==> config.mk <==
export PLATFORM = sky130hd
export DESIGN_NAME = dsg_ctrl
export DESIGN_NICKNAME = d
export VERILOG_FILES = /design/src/dsg_pkg.sv /design/src/dsg_ctrl.sv
export VERILOG_INCLUDE_DIRS = /design/src
export SDC_FILE = /design/constraint.sdc
export NUM_CORES = 1
export LEC_CHECK = 0
export ABC_AREA = 1
export ABC_CLOCK_PERIOD_IN_PS = 8330
export BUFFER_PORTS_ARGS = -buffer_cell sky130_fd_sc_hd__buf_2
export CORE_MARGIN = 10
export CORE_UTILIZATION = 39
export CTS_CLUSTER_SIZE = 28
export DETAILED_ROUTE_END_ITERATION = 6
export PLACE_DENSITY = 0.71
export SETUP_SLACK_MARGIN = 0.15
export SLEW_MARGIN = 5
export SYNTH_ARGS = -nofsm -noshare
export SYNTH_HDL_FRONTEND = slang
export SYNTH_SLANG_ARGS = --single-unit
==> constraint.sdc <==
create_clock -name clk -period 8.33 [get_ports clk]
set_clock_uncertainty 0.05 [all_clocks]
set_input_delay 1.666 -clock clk [delete_from_list [all_inputs] [get_ports clk]]
set_output_delay 1.666 -clock clk [all_outputs]
set_load 0.005 [all_outputs]
==> src/dsg_params.svh <==
/*
   Constants of the peripheral scatter-gather channel controller: register
   offsets, control structure layout, cycle codes and bus encodings.
   Assumes it is included by bare name, before any use of its macros.
*/
// How it works
// Software selects mode 110 with four-word rounds.
// Software stores task images before enabling channel.
// Transaction starts only on a peripheral request.
// Primary phase copies four words into alternate; the code reads four but writes only three, skipping offset 0C.
// Alternate task end returns to arbitration, no autorequest.
// Peripheral keeps requesting until long tasks finish.
// Last primary copy writes cycle code 000.
// Final basic task pulses done one cycle.
// Bus error disables channel and raises error.
// Done also clears that channel's enable.
// Software finds faulting channel from enables.
// Structure area contiguous, base aligned to size.
// Address bit 8 selects primary or alternate.
// Channel number sits on address bits 7..4.
// Offsets 00, 04, 08: source, destination, control.
// Offset 0C is never read or written.
// Base from register; alternate base readable separately.
// Low ten bits form addresses, base supplies rest.
// Alternate cycle follows primary copy without rearbitration.
// Software makes primary count a multiple of four.
`ifndef DSG_PARAMS_SVH
`define DSG_PARAMS_SVH

// ------------------------------------------------------------
// Register port offsets
// ------------------------------------------------------------
`define REG_STATUS 8'h00
`define REG_BASE 8'h08
`define REG_ALT_BASE 8'h0C
`define REG_EN_SET 8'h28
`define REG_EN_CLR 8'h2C
`define REG_ALT_SEL 8'h34

// ------------------------------------------------------------
// Control structure layout
// ------------------------------------------------------------
`define OFF_SRC 4'h0
`define OFF_DST 4'h4
`define OFF_CFG 4'h8
`define BASE_LSB 10
`define ALT_OFS 32'h0000_0100
`define MAX_CH 16

// ------------------------------------------------------------
// Control word fields and cycle codes
// ------------------------------------------------------------
`define CC_INV 3'h0
`define CC_BASIC 3'h1
`define CC_PSG_PRI 3'h6
`define CC_PSG_ALT 3'h7
`define PSG_ROUND 10'h003
`define RP_FULL 4'hA
`define RC_FULL 10'h3FF

// ------------------------------------------------------------
// Bus encodings
// ------------------------------------------------------------
`define HTRANS_IDLE 2'h0
`define HTRANS_NONSEQ 2'h2
`define HSIZE_WORD 3'h2

`endif

==> src/dsg_pkg.sv <==
/*
   Types of the peripheral scatter-gather channel controller: the state
   enumeration and the packed state record.
   Assumes dsg_params.svh is on the include path.
*/
package dsg_pkg;
`include "dsg_params.svh"

   // ------------------------------------------------------------
   // Sequencer states
   // ------------------------------------------------------------
   typedef enum logic [3:0] {
      S_IDLE, S_FA, S_FD, S_RA, S_RD, S_WA, S_WD, S_BA, S_BD
   } st_t;

   // ------------------------------------------------------------
   // Whole state of the controller
   // ------------------------------------------------------------
   typedef struct packed {
      st_t st;
      logic [3:0] ch;
      logic alt;
      logic [2:0] cyc;
      logic [9:0] nm1;
      logic [9:0] rc;
      logic [1:0] step;
      logic fin;
      logic [31:0] src;
      logic [31:0] dst;
      logic [31:0] cfg;
      logic [31:0] data;
      logic [21:0] base;
      logic [15:0] en;
      logic [15:0] altsel;
      logic [15:0] done;
      logic err;
      logic [31:0] rdata;
   } state_t;

endpackage

==> src/dsg_ctrl.sv <==
/*
   Peripheral scatter-gather channel controller: arbitration, control
   structure fetch and write-back, word transfers, error handling.
   Assumes an AHB-Lite slave on the master port and peripherals and a
   register master on the same clock, so no input is synchronised.
*/
`include "dsg_params.svh"

module dsg_ctrl #(
   parameter int NCH = 14
) (
   // Clock and reset
   input wire logic clk,
   input wire logic rst,
   // Register port
   input wire logic [7:0] reg_addr,
   input wire logic [31:0] reg_wdata,
   input wire logic reg_wr,
   input wire logic reg_rd,
   output logic [31:0] reg_rdata,
   // AHB-Lite master
   output logic [31:0] haddr,
   output logic [1:0] htrans,
   output logic hwrite,
   output logic [2:0] hsize,
   output logic [31:0] hwdata,
   input wire logic [31:0] hrdata,
   input wire logic hready,
   input wire logic hresp,
   // Peripheral channels
   input wire logic [NCH-1:0] dma_req,
   output logic [NCH-1:0] dma_done,
   output logic [NCH-1:0] dma_active,
   output logic dma_err
);
   import dsg_pkg::*;

   // ------------------------------------------------------------
   // Decoding helpers
   // ------------------------------------------------------------
   function automatic logic [31:0] ent_addr(logic [21:0] b, logic a,
                                            logic [3:0] c, logic [3:0] o);
      ent_addr = {b, 1'b0, a, c, o};
   endfunction

   function automatic logic [4:0] pick(logic [15:0] r);
      pick = 5'h00;
      for (int i = 15; i >= 0; i--) begin
         if (r[i]) begin
            pick = {1'b1, 4'(i)};
         end
      end
   endfunction

   function automatic logic is_data(st_t st);
      is_data = (st == S_FD) || (st == S_RD) || (st == S_WD) ||
                (st == S_BD);
   endfunction

   localparam logic [15:0] CH_MASK = 16'((32'h1 << NCH) - 32'h1);

   state_t s_r, s_nxt;
   logic [15:0] req;
   logic [4:0] sel;
   logic psg_pri;
   logic skipw;
   logic adv;
   logic ok_ack;
   logic [3:0] fetch_off;
   logic [31:0] src_a;
   logic [31:0] dst_a;
   logic [31:0] wb_word;
   logic [31:0] alt_base;
   logic [2:0] vcyc;
   logic [3:0] rp;

   // ------------------------------------------------------------
   // Derived values
   // ------------------------------------------------------------
   assign req = 16'(dma_req) & s_r.en;
   assign sel = pick(req);
   assign psg_pri = !s_r.alt && (s_r.cyc == `CC_PSG_PRI);
   // The fourth copied word would land on offset 0C, so it is not written.
   assign skipw = psg_pri && (s_r.nm1[1:0] == 2'h0);
   assign ok_ack = hready && !hresp;
   assign adv = ((s_r.st == S_WD) || ((s_r.st == S_RD) && skipw)) && ok_ack;
   assign fetch_off = (s_r.step == 2'h0) ? `OFF_CFG :
                      (s_r.step == 2'h1) ? `OFF_SRC : `OFF_DST;
   assign src_a = s_r.src - {20'h0, s_r.nm1, 2'h0};
   // Copy word k goes to alternate entry offset 4k, k = 3 - nm1[1:0].
   assign dst_a = psg_pri ?
      ent_addr(s_r.base, 1'b1, s_r.ch, {~s_r.nm1[1:0], 2'h0}) :
      s_r.dst - {20'h0, s_r.nm1, 2'h0};
   assign wb_word = {s_r.cfg[31:14], s_r.nm1, s_r.cfg[3],
                     s_r.fin ? `CC_INV : s_r.cyc};
   assign alt_base = {s_r.base, 10'h0} + `ALT_OFS;
   assign vcyc = hrdata[2:0];
   assign rp = hrdata[17:14];

   // ------------------------------------------------------------
   // Next state
   // ------------------------------------------------------------
   always_comb begin
      s_nxt = s_r;
      s_nxt.done = 16'h0;
      s_nxt.err = 1'b0;
      case (s_r.st)
         S_IDLE: begin
            if (sel[4]) begin
               s_nxt.ch = sel[3:0];
               s_nxt.alt = s_r.altsel[sel[3:0]];
               s_nxt.step = 2'h0;
               s_nxt.st = S_FA;
            end
         end
         S_FA: begin
            if (hready) begin
               s_nxt.st = S_FD;
            end
         end
         S_FD: begin
            if (ok_ack) begin
               s_nxt.step = s_r.step + 2'h1;
               s_nxt.st = S_FA;
               if (s_r.step == 2'h0) begin
                  s_nxt.cfg = hrdata;
                  s_nxt.cyc = vcyc;
                  s_nxt.nm1 = hrdata[13:4];
                  s_nxt.fin = 1'b0;
                  if (!s_r.alt && vcyc == `CC_PSG_PRI) begin
                     s_nxt.rc = `PSG_ROUND;
                  end else if (rp >= `RP_FULL) begin
                     s_nxt.rc = `RC_FULL;
                  end else begin
                     s_nxt.rc = 10'((11'h1 << rp) - 11'h1);
                  end
                  if (!(vcyc == `CC_BASIC ||
                        (s_r.alt && vcyc == `CC_PSG_ALT) ||
                        (!s_r.alt && vcyc == `CC_PSG_PRI))) begin
                     // An invalid structure stops the channel.
                     s_nxt.en[s_r.ch] = 1'b0;
                     s_nxt.st = S_IDLE;
                  end
               end else if (s_r.step == 2'h1) begin
                  s_nxt.src = hrdata;
               end else begin
                  s_nxt.dst = hrdata;
                  s_nxt.st = S_RA;
               end
            end
         end
         S_RA: begin
            if (hready) begin
               s_nxt.st = S_RD;
            end
         end
         S_RD: begin
            if (ok_ack) begin
               s_nxt.data = hrdata;
               s_nxt.st = S_WA;
            end
         end
         S_WA: begin
            if (hready) begin
               s_nxt.st = S_WD;
            end
         end
         S_WD: begin
            s_nxt.st = S_WD;
         end
         S_BA: begin
            if (hready) begin
               s_nxt.st = S_BD;
            end
         end
         S_BD: begin
            if (ok_ack) begin
               s_nxt.st = S_IDLE;
               if (psg_pri) begin
                  s_nxt.altsel[s_r.ch] = 1'b1;
                  s_nxt.alt = 1'b1;
                  s_nxt.step = 2'h0;
                  s_nxt.st = S_FA;
               end else if (s_r.fin) begin
                  if (s_r.alt) begin
                     s_nxt.altsel[s_r.ch] = 1'b0;
                  end
                  if (s_r.cyc == `CC_BASIC) begin
                     s_nxt.done[s_r.ch] = 1'b1;
                     s_nxt.en[s_r.ch] = 1'b0;
                  end
               end
            end
         end
         default: begin
            s_nxt.st = S_IDLE;
         end
      endcase
      if (adv) begin
         s_nxt.fin = (s_r.nm1 == 10'h0);
         s_nxt.rc = s_r.rc - 10'h1;
         if (s_r.nm1 != 10'h0) begin
            s_nxt.nm1 = s_r.nm1 - 10'h1;
         end
         if (s_r.nm1 == 10'h0 || s_r.rc == 10'h0) begin
            s_nxt.st = S_BA;
         end else begin
            s_nxt.st = S_RA;
         end
      end
      if (is_data(s_r.st) && hresp) begin
         s_nxt.en[s_r.ch] = 1'b0;
         s_nxt.err = 1'b1;
         s_nxt.st = S_IDLE;
      end
      // Software enable writes come last, so a set wins over a clear.
      if (reg_wr) begin
         case (reg_addr)
            `REG_BASE: s_nxt.base = reg_wdata[31:`BASE_LSB];
            `REG_EN_SET: s_nxt.en = s_nxt.en | (reg_wdata[15:0] & CH_MASK);
            `REG_EN_CLR: s_nxt.en = s_nxt.en & ~reg_wdata[15:0];
            default: s_nxt.en = s_nxt.en;
         endcase
      end
      s_nxt.rdata = 32'h0;
      if (reg_rd) begin
         case (reg_addr)
            `REG_STATUS: s_nxt.rdata = {27'h0, s_r.st != S_IDLE, s_r.ch};
            `REG_BASE: s_nxt.rdata = {s_r.base, 10'h0};
            `REG_ALT_BASE: s_nxt.rdata = alt_base;
            `REG_EN_SET: s_nxt.rdata = {16'h0, s_r.en};
            `REG_ALT_SEL: s_nxt.rdata = {16'h0, s_r.altsel};
            default: s_nxt.rdata = 32'h0;
         endcase
      end
   end

   always_ff @(posedge clk or posedge rst) begin
      if (rst) begin
         s_r <= '0;
      end else begin
         s_r <= s_nxt;
      end
   end

   // ------------------------------------------------------------
   // Outputs
   // ------------------------------------------------------------
   // The base may be rewritten mid-transfer; software must not do so.
   always_comb begin
      haddr = 32'h0;
      htrans = `HTRANS_IDLE;
      hwrite = 1'b0;
      hwdata = 32'h0;
      case (s_r.st)
         S_FA: begin
            haddr = ent_addr(s_r.base, s_r.alt, s_r.ch, fetch_off);
            htrans = `HTRANS_NONSEQ;
         end
         S_RA: begin
            haddr = src_a;
            htrans = `HTRANS_NONSEQ;
         end
         S_WA: begin
            haddr = dst_a;
            htrans = `HTRANS_NONSEQ;
            hwrite = 1'b1;
         end
         S_WD: hwdata = s_r.data;
         S_BA: begin
            haddr = ent_addr(s_r.base, s_r.alt, s_r.ch, `OFF_CFG);
            htrans = `HTRANS_NONSEQ;
            hwrite = 1'b1;
         end
         S_BD: hwdata = wb_word;
         default: haddr = 32'h0;
      endcase
   end

   assign hsize = `HSIZE_WORD;
   assign reg_rdata = s_r.rdata;
   assign dma_done = s_r.done[NCH-1:0];
   assign dma_err = s_r.err;

   for (genvar i = 0; i < NCH; i++) begin : g_act
      assign dma_active[i] = (s_r.st != S_IDLE) && (s_r.ch == 4'(i));
   end

   // ------------------------------------------------------------
   // Checks
   // ------------------------------------------------------------
   AST_START_ON_REQ: assert property (@(posedge clk) disable iff (rst)
      (s_r.st == S_IDLE && req == 16'h0) |=> s_r.st == S_IDLE)
      else $error("Transfer started without a request.");

   AST_FOUR_COPIES: assert property (@(posedge clk) disable iff (rst)
      (s_r.st == S_FD && s_r.step == 2'h0 && ok_ack && !s_r.alt &&
       vcyc == `CC_PSG_PRI) |=> s_r.rc == 10'h3)
      else $error("Primary round is not four transfers.");

   AST_NO_AUTO: assert property (@(posedge clk) disable iff (rst)
      (s_r.st == S_BD && ok_ack && s_r.alt && s_r.fin &&
       s_r.cyc == `CC_PSG_ALT) |=> s_r.st == S_IDLE &&
       !s_r.altsel[s_r.ch])
      else $error("Alternate task end did not return to arbitration.");

   AST_INVALIDATE: assert property (@(posedge clk) disable iff (rst)
      (s_r.st == S_BD && !s_r.alt && s_r.fin) |->
      hwdata[2:0] == 3'h0 && hwrite == 1'b0)
      else $error("Last primary copy did not invalidate structure.");

   AST_DONE_ONE: assert property (@(posedge clk) disable iff (rst)
      (dma_done != '0) |=> (dma_done == '0))
      else $error("Done held longer than one cycle.");

   AST_DONE_BASIC: assert property (@(posedge clk) disable iff (rst)
      (s_r.st == S_BD && ok_ack && s_r.fin && !psg_pri &&
       s_r.cyc == `CC_BASIC) |=> s_r.done[s_r.ch] && s_r.st == S_IDLE)

      else $error("Basic cycle end gave no done pulse.");

   AST_ERR: assert property (@(posedge clk) disable iff (rst)
      (is_data(s_r.st) && hresp) |=> dma_err && !s_r.en[s_r.ch])
      else $error("Bus error did not disable channel.");

   AST_DONE_DIS: assert property (@(posedge clk) disable iff (rst)
      (s_r.done != 16'h0 && !$past(reg_wr)) |->
      (s_r.done & s_r.en) == 16'h0)
      else $error("Channel still enabled after done.");

   AST_ADDR_MAP: assert property (@(posedge clk) disable iff (rst)
      (s_r.st == S_FA || s_r.st == S_BA) |-> haddr[8] == s_r.alt &&
      haddr[7:4] == s_r.ch && haddr[31:10] == s_r.base)
      else $error("Structure address malformed.");

   AST_NO_0C: assert property (@(posedge clk) disable iff (rst)
      (s_r.st == S_FA || s_r.st == S_BA || (s_r.st == S_WA && psg_pri))
      |-> haddr[3:2] != 2'h3)
      else $error("Unused structure word accessed.");

   AST_CHAIN: assert property (@(posedge clk) disable iff (rst)
      (s_r.st == S_BD && ok_ack && psg_pri) |=> s_r.st == S_FA &&
      s_r.alt && dma_active[s_r.ch])
      else $error("Alternate cycle did not follow primary copy.");

   AST_ALT_BASE: assert property (@(posedge clk) disable iff (rst)
      (reg_rd && reg_addr == `REG_ALT_BASE) |=>
      reg_rdata == {$past(s_r.base), 10'h0} + 32'h100)
      else $error("Alternate base readback wrong.");

endmodule // dsg_ctrl

After elaboration in Yosys (flattened, before gate mapping)

Cells that the tools add are included.
W data, S select, Z words.

Shift-type cells: 1
Equal/unequal tests: 44
Mux-type cells: 84
Add/subtract/negate cells: 7
Bitwise gates (word level): 12
Reduce and logical (&&, ||, !) cells: 61
$lt $le $gt $ge: 4

Operators with widths:

| operator                | number |
|---|---|
| $mux W16                | 11 |
| $mux W32                | 5 |
| $pmux W32 S5            | 1 |
| $pmux W32 S4            | 1 |
| $mux W119               | 1 |
| $mux W97                | 1 |
| $mux W48                | 2 |
| $mux W5                 | 16 |
| $and A16 B16 Y16        | 4 |
| $mux W64                | 1 |
| $pmux W16 S2            | 2 |
| $pmux W32 S2            | 1 |
| $sub A32 B12 Y32        | 2 |
| $mux W20                | 3 |
| $mux W4                 | 11 |
| $pmux W4 S9             | 1 |
| $add A32 B9 Y32 const B | 1 |
| $eq A4 B3 Y1 const B    | 8 |
| $not A16 Y16            | 2 |
| $mux W10                | 3 |
| $sub A10 B1 Y10 const B | 3 |
| $eq A4 B4 Y1 const B    | 7 |
| $eq A8 B6 Y1 const B    | 3 |
| $logic_and A1 B1 Y1     | 23 |
| 45 further kinds        | 100 |

Register bits: 264
Output and inout port bits: 131
Input bits: 92

Depth between registers and ports, before layout

Depth after elaboration: 23
Depth in mapped cells: 22
Depth with buffers taken out: 22

Least setup slack after synthesis

Ideal clock, no wire load.

Path type: reg-to-output
Start point: register s_r[244] (netlist bit)
End point: output haddr[30]
Setup slack: 4.183 ns
Cell stages (with the launch flop): 21
Arrival: 2.431 ns
Required time: 6.614 ns
Path through: dfrtp_1 > ha_1 > inv_1 > fa_1 > nand2_1 > nand2_1 > nand2_1 > a21oi_1 > nor2_1 > o21ai_1 > a21oi_1 > nor2_1 > nor2_1 > nand2_1 > nor2_4 > nand2_2 > nor2_2 > nand2_1 > nand2_1 > nand3_1 > nand3_1

Longest elaborated chain between the ends: 3
Elaborated cells on any way between the ends: 4
Those cells by class: 2 x add/sub; 2 x mux

Ends and longest elaborated chain:

| what                     | RTL line        | text |
|---|---|---|
| start: declaration       | dsg_ctrl.sv:62  | `state_t s_r, s_nxt;` |
| start signal: assignment | dsg_ctrl.sv:242 | `s_r <= s_nxt;` |
| $sub A32 B12 Y32         | dsg_ctrl.sv:93  | `s_r.dst - {20'h0, s_r.nm1, 2'h0};` |
| $mux W32                 | dsg_ctrl.sv:91  | `assign dst_a = psg_pri ?` |
| $pmux W32 S4 (*)         | dsg_ctrl.sv:255 | `case (s_r.st)` |
| end: declaration         | dsg_ctrl.sv:22  | `output logic [31:0] haddr,` |

Mark *: on every way between the ends. The rest lies on a longest branch, timed or not.

Worst setup path after layout

Start point: register s_r[265] (netlist bit)
End point: output haddr[9]

Longest elaborated chain between the ends: 2
Elaborated cells on any way between the ends: 5
Those cells by class: 4 x eq/ne; 1 x mux

Ends and longest elaborated chain:

| what                                 | RTL line |
|---|---|
| $eq A4 B3 Y1 (tied with other cells) | dsg_ctrl.sv:255 |
| $pmux W32 S4 (*)                     | dsg_ctrl.sv:255 |

Marked as above.

==> results.yml <==
logic_synthesis:
  yosysMostFrequentCell: "nand2_1"
  synth_edf_count: 0
  syn_area_sq_um: 14500
  ys.warnings.count: 0
  synthMuxAreaShare_pct: 1.40
  synth-compound-area-share_pct: 18.1
  yosys.area.top_type: "dfrtp_1"
  synth_top_cells_by_count: "nand2_1 (351), inv_1 (275), o21ai_0 (265)"
  synth_top_family_by_area: "simple AND/OR/NAND/NOR gates"
  ys_async_sr_fraction_pct: 100
  synthAdderAreaFrac_pct: 2.53
  yosys-top-cells-area: "dfrtp_1 (43%), o21ai_0 (9.2%), nand2_1 (9.1%)"
  synth_cell_types: 50
  synthSimpleGateAreaFrac_pct: 21.6
  netlist_instances: 1911
  ys_seq_area_share_pct: 43.5
  synth.top_cell.area_share_pct: 43.5
  ys_seq_elements: 251
  ys.flop_type: "dfrtp_1"
  syn_area_per_cell_sq_um: 7.56
  synthXorXnorAreaFrac_pct: 1.21
worst_setup_path:
  worstSetupEndpointType: "output pin"
  crit_type: "reg -> out"
  r2r_setup_slack_ns: 4.62
  cp_slowest_cell: "nor2_4"
  arrival_ns: 4.27
  cp.depth: 6
  critPathTopFamily: "simple AND/OR/NAND/NOR gates"
  crit_fanout: 35
  startpoint: "s_r[265]"
  worst_path_most_repeated_cell: "nand2_1"
  cp_cell_sequence: "nor2_4 > nand2_1 > inv_1 > nand2_1 > o32ai_1 > buf_2"
  worstSetupEndpoint: "haddr[9]"
  startpoint_type: "flop"
  r2r_end: "s_r[239]"
  max_stage_delay_ns: 0.80
  cp_data_required_time_ns: 6.61
  reg2reg_from: "s_r[265]"
  cp_num_buf_inv: 2
  r2r_cells: 11
pwr:
  p_per_area_nw_per_um2: 330
  p_leak_uw: 0.00865
  peakVddDrop_uv: 167
grt:
  grt_antenna_before_repair: 4
  grt_usage_pct: 21.0
  grt_max_degree: 170
  grt_pass1_wl_um: 75600
  grt_pass1_vias: 13400
  grt_remaining_overflow: 0
clock_tree:
  cts_max_path_buffers: 3
  root_buffer: "clkbuf_16"
  h-tree-depth: 1
  cts.sinks: 251
  postCtsSetupRepairBufs: 0
  cts_tree: "done"
  clk_latency_ns: 0.56
  cts-resized-gates: 0
  cts-buffers-inserted: 29
  clk_pin_slew_ns: 0.06
  cts_hold_buf: 0
floorplan:
  core-area_sq_um: 36600
  ios: 223
  start_util_pct: 39.5
  row_count: 70
  die_x_um: 212
  die-area_sq_um: 45100
  die_h_um: 212
placement:
  port_buffers: 218
  dp.cells: 2496
  dp_hpwl_um: 36100
  place_congestion: 0.933
routing:
  via_count: 13800
  wl_um: 48300
  antenna_left: 0
  drc: 0
  vias_per_cell: 5.41
  dr.pass1.iters: 5
  drt_iter0_drc: 1246
  wl_per_cell_um: 18.9
sta:
  timing.fmax_mhz: 167
  final_max_slew_viol_count: 0
  final-setup-viol-count: 0
  fin_crit_ns: 5.98
  grt_setup_unrepaired: "no"
  period_share_pct: 71.8
  tightest_slew_ns: 1.21
  slew_headroom_pct: 19.2
  setup_tns_ns: 0
  finalHoldViolCount: 0
job:
  maxCapViolations: 0
worst_hold_path:
  hp-class: "reg -> reg"
run_status:
  status: "completed"
final_layout:
  finalNetCount: 2179
  drive_above_1_share_pct: 15.6
  stdcell_count: 2552
  area.growth.synth_to_final_pct: 15.4
-- how the worst min path moves through the flow --
| stage | from | endpoint | slack, ns | cells past startpoint |
|---|---|---|---|---|
| CTS | s_r[124] | s_r[124] | 0.44 | 2 |
| floorplan | s_r[169] | s_r[169] | 0.40 | 2 |
| global placement | s_r[107] | s_r[107] | 0.42 | 2 |
| global route | s_r[103] | s_r[103] | 0.46 | 2 |
| finish | s_r[201] | s_r[201] | 0.44 | 2 |
| detailed placement | s_r[124] | s_r[124] | 0.42 | 2 |
-- state kept, by name, summed over array words and instances, names as in the netlist --
| signal | flops |
|---|---|
| s_r | 204 |
| dma_done | 14 |
| dma_err | 1 |
| reg_rdata | 32 |
-- routing by layer --
layer	track usage, %	wire length, um	up-vias
met4	4.87	1080	4
li1	-	-	6546
met5	0	14	-
met1	29.7	21600	6649
met2	32.5	21400	550
met3	4.01	4230	64
-- cell usage in the layout (no fill, tap or decap), types with 9 or more instances in the layout --
master     count
clkbuf_16     29
mux2_2        18
nand4_1        9
nor2_1       207
o211ai_1      40
dfrtp_1      251
o21ai_0      264
a21oi_1       56
nor3_1        18
o22ai_1       13
buf_2        218
ha_1          26
nand3_1      131
xor2_1        14
inv_1        274
o221ai_1      27
nand2_1      351
buf_4         10
-- through the flow --
step / setup slack (ns) / utilization, % / area, sq um / power, uW / hold WS, ns
after floorplan: 3.31 / - / 14500 / 3360 / 0.403
after global placement: 3.10 / 42.7 / 15600 / 4050 / 0.417
after detailed placement: 3.02 / 42.7 / 15600 / 4100 / 0.424
after CTS: 2.40 / 45.6 / 16700 / 5520 / 0.440
after global routing: 2.23 / 45.6 / 16700 / 5940 / 0.461
final: 2.35 / 45.6 / 16700 / 5510 / 0.436
-- cells by family (layout without fill, tap and decap cells) --
family                     after synthesis  in the layout
and+or+nand+nor                        746            746
AOI/OAI and AO/OA                      448            448
buffers and inverters                  398            567
DFF                                    251            251
adders and majority gates               28             28
xor gates and xnor gates                20             20
muxes                                   18             18
other                                    2              6
-- worst reg2reg max path, stage by stage, from the launching register on --
cell	delay, ns
dfrtp_1	0.44
nor2_4	0.80
inv_1	0.20
nor2_1	0.33
inv_1	0.16
o31ai_4	0.29
nand2_2	0.26
inv_2	0.37
nor2_2	0.16
inv_2	0.16
o21ai_1	0.08
a221o_1	0.29
-- power breakdown --
group	leakage (uW)	switching [uW]	internal, uW
Clock	0.000519	542	850
Combinational	0.00485	1550	800
Sequential	0.00328	255	1510
Total	0.00865	2340	3160
-- final cells by class --
class	count	area (sq um)
Inverter	284	1070
Fill cell	3673	19900
Antenna cell	2	5.00
Timing Repair Buffer	229	1190
Sequential cell	251	6280
Multi-Input combinational cell	1264	6500
Clock inverter	18	241
Tap cell	468	586
Clock buffer	36	812
Note: power is estimated with default switching activity, not from simulation.
